<file path="config.mk">
export PLATFORM = sky130hd
export DESIGN_NAME = pplk_lock
export DESIGN_NICKNAME = d
export VERILOG_FILES = /design/src/rtl/pplk_pkg.sv /design/src/rtl/pplk_lock.sv
export SDC_FILE = /design/constraint.sdc
export NUM_CORES = 1
export LEC_CHECK = 0
export BUFFER_PORTS_ARGS = -buffer_cell sky130_fd_sc_hd__buf_2
export CAP_MARGIN = 30
export CORE_MARGIN = 2
export CORE_UTILIZATION = 50
export DETAILED_ROUTE_END_ITERATION = 6
export GPL_TIMING_DRIVEN = 0
export PLACE_DENSITY = 0.74
export SLEW_MARGIN = 20
export SYNTH_ARGS = -nofsm -noshare
export SYNTH_HDL_FRONTEND = slang
export SYNTH_SLANG_ARGS = --single-unit
</file>
<file path="constraint.sdc">
create_clock -name ref_clk -period 2.5 [get_ports ref_clk]
set_input_delay 0.25 -clock ref_clk [delete_from_list [all_inputs] [get_ports ref_clk]]
set_output_delay 0.25 -clock ref_clk [all_outputs]
set_load 0.03 [all_outputs]
</file>
<file path="src/rtl/pplk_pkg.sv">
/*
   constants for the parameter password lock: register offsets, field
   positions, reset values, lock levels and access kinds.
   assumes a 16-bit register port and a single 125 MHz clock.
*/
package pplk_pkg;

   // ------------------------------------------------------------
   // register port
   // ------------------------------------------------------------
   localparam int PPLK_AW = 4;
   localparam int PPLK_DW = 16;
   localparam logic [PPLK_AW-1:0] PPLK_OFF_LOCK_LEVEL = 4'h0;
   localparam logic [PPLK_AW-1:0] PPLK_OFF_PASSWORD = 4'h4;
   localparam logic [PPLK_AW-1:0] PPLK_OFF_STATUS = 4'h8;

   // ------------------------------------------------------------
   // status fields
   // ------------------------------------------------------------
   localparam int PPLK_ST_ERR_LSB = 0;
   localparam int PPLK_ST_LOCKED = 4;
   localparam int PPLK_ST_LOCKOUT = 5;
   localparam int PPLK_ST_REFUSED = 6;

   // ------------------------------------------------------------
   // values
   // ------------------------------------------------------------
   localparam logic [PPLK_DW-1:0] PPLK_NO_LOCK = 16'h270f;
   localparam logic [PPLK_DW-1:0] PPLK_PWD_MIN = 16'h03e8;
   localparam logic [PPLK_DW-1:0] PPLK_PWD_MAX = 16'h270e;
   localparam logic [PPLK_DW-1:0] PPLK_LVL_MIN = 16'h0001;
   localparam logic [PPLK_DW-1:0] PPLK_LVL_MAX = 16'h0006;
   localparam logic [PPLK_DW-1:0] PPLK_LVLX_MIN = 16'h0065;
   localparam logic [PPLK_DW-1:0] PPLK_LVLX_MAX = 16'h006a;
   localparam logic [PPLK_DW-1:0] PPLK_LVLX_BASE = 16'h0064;
   localparam logic [2:0] PPLK_ERR_MAX = 3'h5;
   localparam logic [2:0] PPLK_PANEL_SRC_PANEL_ONLY = 3'h2;

   // ------------------------------------------------------------
   // access kinds on the check port
   // ------------------------------------------------------------
   localparam logic [2:0] PPLK_KIND_PARAM = 3'h0;
   localparam logic [2:0] PPLK_KIND_CLEAR = 3'h1;
   localparam logic [2:0] PPLK_KIND_ALLCLEAR = 3'h2;
   localparam logic [2:0] PPLK_KIND_COPY = 3'h3;

endpackage : pplk_pkg

</file>
<file path="src/rtl/pplk_lock.sv">
/*
   parameter password lock: holds the lock level and password entry,
   judges every parameter access, clear, all-clear and copy, counts
   failed unlock attempts at the extended lock levels.
   assumes all inputs come from logic on ref_clk; register port reads
   answer one cycle after the read strobe.
*/
`timescale 1ns/1ns
`default_nettype none
module pplk_lock
   import pplk_pkg::*;
(
   input wire logic ref_clk, // 125 MHz
   input wire logic rst_n, // sync reset
   input wire logic [pplk_pkg::PPLK_AW-1:0] reg_addr, // byte address
   input wire logic [pplk_pkg::PPLK_DW-1:0] reg_wdata, // write data
   input wire logic reg_wr, // write strobe
   input wire logic reg_rd, // read strobe
   output logic [pplk_pkg::PPLK_DW-1:0] reg_rdata, // read data
   input wire logic ext_display_all, // extended_display_select is 0
   input wire logic write_protect_ok, // write_protect_select permits write
   input wire logic [2:0] panel_source_select, // panel command source
   input wire logic motor_running, // drive running
   input wire logic panel_unit_attached, // parameter unit fitted
   input wire logic chk_valid, // access check request
   input wire logic [2:0] chk_kind, // param, clear, all-clear, copy
   input wire logic chk_write, // 1 write, 0 read
   input wire logic chk_rs485, // access arrived over RS-485
   input wire logic net_mode, // network operation mode
   input wire logic chk_ext, // parameter is extended
   input wire logic chk_self, // device writes for itself
   output logic chk_done, // check answered
   output logic chk_grant, // access allowed
   output logic lock_error_disp, // lock error shown
   output logic all_clear_go, // perform all-clear
   output logic locked, // password registered
   output logic lockout, // fifth error reached
   output logic panel_jog_disable, // panel jog blocked
   output logic easy_mode_disable // easy-mode switching blocked
);

   // ------------------------------------------------------------
   // state
   // ------------------------------------------------------------
   logic [PPLK_DW-1:0] level_reg;
   logic [PPLK_DW-1:0] pwd_reg;
   logic registered_reg;
   logic [2:0] err_reg;
   logic refused_reg;
   logic [PPLK_DW-1:0] rdata_reg;
   logic done_reg;
   logic grant_reg;
   logic lock_err_reg;
   logic clear_go_reg;
   logic jog_dis_reg;
   logic easy_dis_reg;
   logic lockout_reg;

   // ------------------------------------------------------------
   // decode of the level
   // ------------------------------------------------------------
   logic level_ext;
   logic level_set;
   logic [2:0] digit;
   logic blk_pr;
   logic blk_pw;
   logic blk_nr;
   logic blk_nw;
   logic is_lockout;

   function automatic logic level_valid(input logic [PPLK_DW-1:0] v);
      level_valid = (v == PPLK_NO_LOCK) ||
                    (v >= PPLK_LVL_MIN && v <= PPLK_LVL_MAX) ||
                    (v >= PPLK_LVLX_MIN && v <= PPLK_LVLX_MAX);
   endfunction : level_valid

   always_comb
   begin
      level_set = (level_reg != PPLK_NO_LOCK);
      level_ext = (level_reg >= PPLK_LVLX_MIN) && (level_reg <= PPLK_LVLX_MAX);
      if (level_ext)
      begin
         digit = 3'(level_reg - PPLK_LVLX_BASE);
      end
      else
      begin
         digit = level_reg[2:0];
      end
      blk_pr = registered_reg && (digit == 3'h4 || digit == 3'h5);
      blk_nr = registered_reg && (digit == 3'h4 || digit == 3'h6);
      blk_pw = registered_reg && (digit == 3'h1 || digit == 3'h2 || digit == 3'h4 || digit == 3'h5);
      blk_nw = registered_reg && (digit == 3'h1 || digit == 3'h3 || digit == 3'h4 || digit == 3'h6);
      is_lockout = registered_reg && level_ext && (err_reg == PPLK_ERR_MAX);
   end

   // ------------------------------------------------------------
   // access check
   // ------------------------------------------------------------
   logic net_path;
   logic pw_ok;
   logic ext_ok;
   logic wp_ok;
   logic grant_next;
   logic lock_err_next;
   logic clear_next;

   always_comb
   begin
      net_path = chk_rs485 && net_mode;
      pw_ok = 1'b1;
      ext_ok = 1'b1;
      wp_ok = 1'b1;
      grant_next = 1'b0;
      lock_err_next = 1'b0;
      clear_next = 1'b0;
      case (chk_kind)
         PPLK_KIND_PARAM:
         begin
            if (chk_write)
            begin
               pw_ok = net_path ? !blk_nw : !blk_pw;
               wp_ok = write_protect_ok;
            end
            else
            begin
               pw_ok = net_path ? !blk_nr : !blk_pr;
               // rs485 reads see extended parameters unless panel source is 2
               ext_ok = !chk_ext || ext_display_all ||
                        (chk_rs485 && panel_source_select != PPLK_PANEL_SRC_PANEL_ONLY);
            end
            if (chk_self)
            begin
               grant_next = 1'b1;
            end
            else
            begin
               grant_next = pw_ok && ext_ok && wp_ok;
               lock_err_next = !pw_ok;
            end
         end
         PPLK_KIND_CLEAR, PPLK_KIND_COPY:
         begin
            pw_ok = !registered_reg;
            grant_next = pw_ok && write_protect_ok;
            lock_err_next = !pw_ok;
         end
         PPLK_KIND_ALLCLEAR:
         begin
            grant_next = !motor_running && write_protect_ok;
            clear_next = grant_next;
         end
         default:
         begin
            grant_next = 1'b0;
         end
      endcase
   end

   always_ff @(posedge ref_clk)
   begin
      if (!rst_n)
      begin
         done_reg <= 1'b0;
         grant_reg <= 1'b0;
         lock_err_reg <= 1'b0;
         clear_go_reg <= 1'b0;
      end
      else
      begin
         done_reg <= chk_valid;
         clear_go_reg <= chk_valid && clear_next;
         if (chk_valid)
         begin
            grant_reg <= grant_next;
            lock_err_reg <= lock_err_next;
         end
      end
   end

   // ------------------------------------------------------------
   // lock level, password and error count
   // ------------------------------------------------------------
   logic wr_level;
   logic wr_pwd;
   logic do_clear;

   always_comb
   begin
      wr_level = reg_wr && (reg_addr == PPLK_OFF_LOCK_LEVEL);
      wr_pwd = reg_wr && (reg_addr == PPLK_OFF_PASSWORD);
      do_clear = chk_valid && clear_next;
   end

   always_ff @(posedge ref_clk)
   begin
      if (!rst_n)
      begin
         level_reg <= PPLK_NO_LOCK;
         pwd_reg <= PPLK_NO_LOCK;
         registered_reg <= 1'b0;
         err_reg <= 3'h0;
         refused_reg <= 1'b0;
      end
      else if (do_clear)
      begin
         level_reg <= PPLK_NO_LOCK;
         pwd_reg <= PPLK_NO_LOCK;
         registered_reg <= 1'b0;
         err_reg <= 3'h0;
         refused_reg <= 1'b0;
      end
      else if (wr_level)
      begin
         if (!registered_reg && ext_display_all && level_valid(reg_wdata))
         begin
            level_reg <= reg_wdata;
            refused_reg <= 1'b0;
         end
         else
         begin
            refused_reg <= 1'b1;
         end
      end
      else if (wr_pwd)
      begin
         if (!level_set)
         begin
            refused_reg <= 1'b1;
         end
         else if (!registered_reg)
         begin
            if (reg_wdata >= PPLK_PWD_MIN && reg_wdata <= PPLK_PWD_MAX)
            begin
               pwd_reg <= reg_wdata;
               registered_reg <= 1'b1;
               err_reg <= 3'h0;
               refused_reg <= 1'b0;
            end
            else
            begin
               refused_reg <= 1'b1;
            end
         end
         else if (reg_wdata == pwd_reg && !is_lockout)
         begin
            pwd_reg <= PPLK_NO_LOCK;
            registered_reg <= 1'b0;
            err_reg <= 3'h0;
            refused_reg <= 1'b0;
         end
         else
         begin
            refused_reg <= 1'b1;
            if (level_ext && err_reg != PPLK_ERR_MAX)
            begin
               err_reg <= err_reg + 3'h1;
            end
         end
      end
   end

   // ------------------------------------------------------------
   // lockout flag
   // ------------------------------------------------------------
   always_ff @(posedge ref_clk)
   begin
      if (!rst_n || do_clear)
      begin
         lockout_reg <= 1'b0;
      end
      else if (wr_pwd && registered_reg && level_ext && reg_wdata != pwd_reg)
      begin
         // set by the fifth wrong entry, held until all-clear
         lockout_reg <= lockout_reg || (err_reg == PPLK_ERR_MAX - 3'h1);
      end
   end

   // ------------------------------------------------------------
   // read port
   // ------------------------------------------------------------
   always_ff @(posedge ref_clk)
   begin
      if (!rst_n)
      begin
         rdata_reg <= '0;
      end
      else if (reg_rd)
      begin
         case (reg_addr)
            PPLK_OFF_LOCK_LEVEL:
            begin
               rdata_reg <= level_reg;
            end
            PPLK_OFF_PASSWORD:
            begin
               if (registered_reg)
               begin
                  rdata_reg <= level_ext ? {13'h0, err_reg} : '0;
               end
               else
               begin
                  rdata_reg <= PPLK_NO_LOCK;
               end
            end
            PPLK_OFF_STATUS:
            begin
               rdata_reg <= '0;
               rdata_reg[PPLK_ST_ERR_LSB +: 3] <= level_ext ? err_reg : 3'h0;
               rdata_reg[PPLK_ST_LOCKED] <= registered_reg;
               rdata_reg[PPLK_ST_LOCKOUT] <= is_lockout;
               rdata_reg[PPLK_ST_REFUSED] <= refused_reg;
            end
            default:
            begin
               rdata_reg <= '0;
            end
         endcase
      end
      else
      begin
         rdata_reg <= '0;
      end
   end

   // ------------------------------------------------------------
   // mode side effects
   // ------------------------------------------------------------
   always_ff @(posedge ref_clk)
   begin
      if (!rst_n)
      begin
         jog_dis_reg <= 1'b0;
         easy_dis_reg <= 1'b0;
      end
      else
      begin
         jog_dis_reg <= blk_pr && panel_unit_attached;
         easy_dis_reg <= blk_pw;
      end
   end

   assign reg_rdata = rdata_reg;
   assign chk_done = done_reg;
   assign chk_grant = grant_reg;
   assign lock_error_disp = lock_err_reg;
   assign all_clear_go = clear_go_reg;
   assign locked = registered_reg;
   assign lockout = lockout_reg;
   assign panel_jog_disable = jog_dis_reg;
   assign easy_mode_disable = easy_dis_reg;

endmodule : pplk_lock
`default_nettype wire

</file>
### Yosys cells after proc, flatten, opt, wreduce, memory -nomap -nowiden

Index checks and enable logic that the tools add are counted.

| cells by class | value |
|---|---|
| reductions and logical operators | 62 |
| $lt $le $gt $ge | 8 |
| equal/unequal tests | 21 |
| $add $sub $neg | 2 |
| muxes and demuxes | 34 |
| bitwise logic cells | 2 |

Operator list:

| kind | number |
|---|---|
| $mux W16 | 3 |
| $pmux W16 S3 | 1 |
| $ge A16 B7 Y1 const B | 2 |
| $le A16 B7 Y1 const B | 2 |
| $logic_and A1 B1 Y1 | 27 |
| $mux W3 | 7 |
| $mux W1 | 20 |
| $eq A16 B14 Y1 const B | 1 |
| $eq A16 B16 Y1 | 1 |
| $ge A16 B1 Y1 const B | 1 |
| $ge A16 B10 Y1 const B | 1 |
| $le A16 B14 Y1 const B | 1 |
| $le A16 B3 Y1 const B | 1 |
| $ne A16 B14 Y1 const B | 1 |
| $ne A16 B16 Y1 | 1 |
| $eq A3 B3 Y1 const B | 5 |
| $logic_or A1 B1 Y1 | 14 |
| $mux W14 | 1 |
| $eq A3 B2 Y1 const B | 4 |
| $logic_not A1 Y1 | 10 |
| $reduce_and A5 Y1 | 2 |
| $eq A3 B1 Y1 const B | 2 |
| $eq A4 B3 Y1 const B | 1 |
| $eq A4 B4 Y1 const B | 1 |
| other kinds (15) | 19 |

| word-level totals | value |
|---|---|
| bits in registers | 60 |
| logic and storage cells | 142 |
| output and inout port bits | 24 |

### Logic depth before layout (Yosys ltp)

| logic depth | value |
|---|---|
| depth after elaboration | 16 |
| gate-level depth with buffers | 8 |
| depth with buffers taken out | 7 |

### Least setup slack after synthesis

No wires, ideal clock.

| timing path | value |
|---|---|
| path kind | register -> register |
| start point | register level_reg[4] |
| end point | register err_reg[2] |
| required time | 2.425 ns |
| stages on the path, launching flop included | 7 |
| slack | 0.418 ns |
| setup time | 0.075 ns |
| period minus slack after synthesis | 2.082 ns |
| arrival | 2.007 ns |
| path through | dfxtp_1 nor4_4 o211ai_2 or3_4 a21o_1 or4_1 o22ai_1 |

| on the way | value |
|---|---|
| cells in the longest elaborated chain, start to end | 8 |

Ends and longest elaborated chain:

| what | RTL line | source |
|---|---|---|
| start: declaration | pplk_lock.sv:45 | `logic [PPLK_DW-1:0] level_reg;` |
| start signal: assignment | pplk_lock.sv:216 | `level_reg <= reg_wdata;` |
| $ge A16 B7 Y1 / $le A16 B7 Y1 (equally long branches) | pplk_lock.sv:80 | `level_ext = (level_reg >= PPLK_LVLX_MIN) && (level_reg <= PPLK_LVLX_MAX);` |
| $logic_and A1 B1 Y1 | pplk_lock.sv:80 |  |
| $logic_and A1 B1 Y1 (2 in a row) | pplk_lock.sv:93 | `is_lockout = registered_reg && level_ext && (err_reg == PPLK_ERR_MAX);` |
| $logic_not A1 Y1 | pplk_lock.sv:244 | `else if (reg_wdata == pwd_reg && !is_lockout)` |
| $logic_and A1 B1 Y1 | pplk_lock.sv:244 |  |
| $ne A3 B1 Y1 (no source line) / $mux W3 (equally long branches) | - |  |
| $reduce_and A5 Y1 (no source line) / $mux W3 (equally long branches) | - |  |
| end signal: assignment | pplk_lock.sv:256 | `err_reg <= err_reg + 3'h1;` |
| end: declaration | pplk_lock.sv:48 | `logic [2:0] err_reg;` |

Several ways; a longest one is shown, not always the timed one.
A chain may end at the register's enable or synchronous reset.

### Worst setup path in the final report

| timing path | value |
|---|---|
| start point | register level_reg[4] |
| end point | register pwd_reg[10] |

| on the way | value |
|---|---|
| cells in the longest elaborated chain, start to end | 8 |

Ends and longest elaborated chain:

| what | RTL line | source |
|---|---|---|
| $ge A16 B7 Y1 / $le A16 B7 Y1 (equally long branches) | pplk_lock.sv:80 |  |
| $logic_and A1 B1 Y1 | pplk_lock.sv:80 |  |
| $logic_and A1 B1 Y1 (2 in a row) | pplk_lock.sv:93 |  |
| $logic_not A1 Y1 | pplk_lock.sv:244 |  |
| $logic_and A1 B1 Y1 | pplk_lock.sv:244 |  |
| $ne A2 B1 Y1 (no source line) | - |  |
| $reduce_and A5 Y1 (no source line) * | - |  |
| end signal: assignment | pplk_lock.sv:234 | `pwd_reg <= reg_wdata;` |
| end: declaration | pplk_lock.sv:46 | `logic [PPLK_DW-1:0] pwd_reg;` |

Every way passes the cells marked *; elsewhere a longest branch is shown, timed or not.

==> results by group <==
Synth
  • Synth area leaders: dfxtp_1, xnor2_1, nand2_1
  • Commonest cells post-synth: dfxtp_1, nand2_1, inv_1
  • Cell with the most instances after synthesis: dfxtp_1
  • Yosys top cell area share: 41.1%
  • Top_reg_cell synth: dfxtp_1
  • Area leader, netlist: dfxtp_1
  • Yosys reg bits: 60
  • Post-synthesis cell type count: 62
  • Synth Instances: 339
  • Post-synth net total: 382
  • Syn_area_per_cell: 8.61 sq um
  • Seq/Total Area, Yosys: 41.1%
  • YS warnings: 0
  • Fraction of registers with async set/reset: 0%
  • Mapped Area: 2920 sq um
  • EDFF count, synth: 0

Timing
  • Fmax achieved: 0.425 GHz
  • Relative slew slack: 55.9%
  • Setup TNS: 0 ps
  • RSZ-0062 raised after global routing: false
  • Clk_skew: 9.86 ps
  • Crit share post-route: 94.2%
  • Worst-Margin Slew: 656 ps
  • Final Hold Slack: 133 ps
  • Setup violators final: 0
  • Final Hold Viols: 0
  • Final Slew Violations: 0
  • Final Critical Period: 2350 ps

Flow run
  • MaxCap Viol Count: 0

Route
  • Post-DRT Antenna Nets: 0
  • First-pass DRT Iterations: 5
  • DRC: 0
  • 1st-iter DRT viols: 188
  • Via density: 5.70
  • Vias after detailed routing: 2759
  • Post-Route WL: 7120 um
  • Avg WL per Cell: 14.7 um

Clock tree
  • CTS Root Cell: clkbuf_8
  • # clock sinks: 60
  • CTS Buffer Depth: 2
  • # Post-CTS Setup Buffers: 0
  • Num CTS Buffers: 9
  • Post-CTS Hold Fix Bufs: 0
  • Clk Latency, worst-skew pair: 350 ps
  • CTS tree: done
  • Clock-pin slew on the worst setup and hold paths: 70 ps
  • # H-tree levels: 3

Critical path
  • Max stage delay on crit path: 470 ps
  • Setup CP Type: flip-flop to flip-flop
  • R2R depth: 7
  • WP data arrival: 2600 ps
  • Endpoint of the worst register-to-register path: pwd_reg[10]
  • Crit-path max FO: 10
  • Worst path required time: 2750 ps
  • R2R Path Start: level_reg[4]
  • Crit start category: flip-flop
  • CP endpoint kind: flip-flop
  • Slowest cell on crit path: or3_4
  • Crit path buf inv count: 1
  • Worst path cell trace: nor4_4 -> o211ai_2 -> or3_4 -> a31oi_1 -> o21ai_2 -> buf_4 -> o22a_1
  • CP delay by family, top: compound AO/OA/AOI/OAI gates
  • R2R setup slack: 150 ps

Place
  • Placer Congestion: 0.912
  • Detailed placer's ending HPWL: 5320 um
  • Port buffer count: 57
  • Cell count after placement: 468

Outcome
  • Status: finished clean

Global routing
  • GRT overflow: 0
  • Overall Global Routing Usage: 23.3%
  • Largest net degree at the start of global routing: 11
  • Vias in the first global route: 2519
  • Initial antenna violation count: 0
  • First-pass GRT wire length: 11500 um

Worst hold path
  • Worst hold start: chk_write
  • Min-Delay Endpoint: lock_error_disp
  • Worst hold path type: primary input to flip-flop
  • Hold path cells: 3

Finish
  • Fillers: 522
  • ANT cells: 0
  • Layout Cells excl Fill: 484
  • Area Growth Syn to Fin: 19.9%
  • Layout cells sized above 1: 21.6%
  • Layout Nets: 450

Power
  • Power Density: 574 nW/um^2
  • VDD IR max: 0.000421 V
  • P_leak: 0.00138 uW

Die
  • Die X: 80.4 um
  • Die area: 6460 sq um
  • Core ar.: 5570 sq um
  • Row count: 27
  • Die Ht: 80.4 um
  • Initial Util: 52.4%
  • IO Pins: 64
where the power goes:
group	total, uW	internal [uW]	switching (uW)	leakage (uW)
Clock	897	511	386	0.000102
Combinational	153	58.8	93.8	0.000796
Sequential	962	960	1.32	0.000485
Total	2010	1530	481	0.00138
worst reg2reg max path: cells and delay by family (launching register included):
kind                   cells  cell delay [ps]
buffers and inverters      1              210
AOI/OAI and AO/OA          4              890
DFF                        1              350
and+or+nand+nor            2              800
kinds of logic after synthesis:
group | synth area share (%)
AND/OR/NAND/NOR | 25.4
adder cells (fa/ha/maj) | 1.29
XOR/XNOR | 5.40
multiplexers | 0.729
buffers and inverters | 5.44
flip-flops | 41.1
AO/OA/AOI/OAI | 20.6
per-stage QoR:
step / setup slack, ps / power (uW) / utilization [%] / cell area (sq um)
finish: 145 / 2010 / 62.8 / 3500
global route: 4.53 / 2070 / 62.8 / 3500
floorplan: 418 / 1070 / - / 2920
global placement: -0.358 / 1130 / 59.1 / 3290
detailed placement: -35.7 / 1130 / 59.1 / 3290
CTS: 86.1 / 2020 / 62.7 / 3500
worst max path at each step:
stage,to,start,cells past startpoint,slack [ps]
2_1_floorplan,err_reg[2],level_reg[4],6,420
3_3_place_gp,pwd_reg[5],reg_wdata[3],8,-0.4
3_5_place_dp,pwd_reg[5],reg_wdata[3],8,-40
4_1_cts,pwd_reg[10],level_reg[4],7,90
5_1_grt,pwd_reg[13],level_reg[5],7,5
6_report,pwd_reg[10],level_reg[4],7,150
what timing repair did:
item                                    CTS  global route
endpoints found under the setup margin    0             7
gates resized for setup                   0             1
hold endpoints to repair                  0             0
layout by cell type, fill, tap and decap left out, types with 2 or more instances in the layout:
| cell type | count |
|---|---|
| a211oi_1 | 2 |
| a21o_1 | 5 |
| a21oi_1 | 15 |
| a31oi_1 | 7 |
| and2_1 | 7 |
| and3_1 | 7 |
| buf_2 | 60 |
| clkbuf_1 | 10 |
| clkbuf_8 | 11 |
| clkinv_2 | 2 |
| dfxtp_1 | 60 |
| ha_1 | 3 |
| inv_1 | 24 |
| nand2_1 | 32 |
| nand2b_1 | 3 |
| nand3_1 | 15 |
| nand4_1 | 8 |
| nand4b_1 | 3 |
| nor2_1 | 14 |
| nor3_1 | 9 |
| nor3b_1 | 3 |
| nor4_1 | 7 |
| nor4_4 | 2 |
| nor4b_1 | 2 |
| o211a_1 | 2 |
| o211ai_1 | 2 |
| o21a_1 | 6 |
| o21ai_0 | 15 |
| o22a_1 | 8 |
| o22ai_1 | 8 |
| o32ai_1 | 2 |
| or2_2 | 2 |
| or3_1 | 3 |
| or4_1 | 4 |
| xnor2_1 | 17 |
metal layers:
layer	track usage (%)	wire length, um	up-vias
li1	-	-	1367
met1	29.1	3270	1292
met2	37.5	3240	90
met3	6.63	485	10
met4	9.83	129	0
met5	0	0	-
final cells by class:
cell class	instances	area [sq um]	share of cell area, %
multi-input combinational	240	1560	44.6
sequential	60	1200	34.3
tap	72	90.1	2.57
clock inverter	4	47.5	1.36
clock buffer	12	155	4.43
timing repair buffer	57	285	8.15
buffer	14	65.1	1.86
inverter	25	93.8	2.68
(Power assumes the default switching activity.)
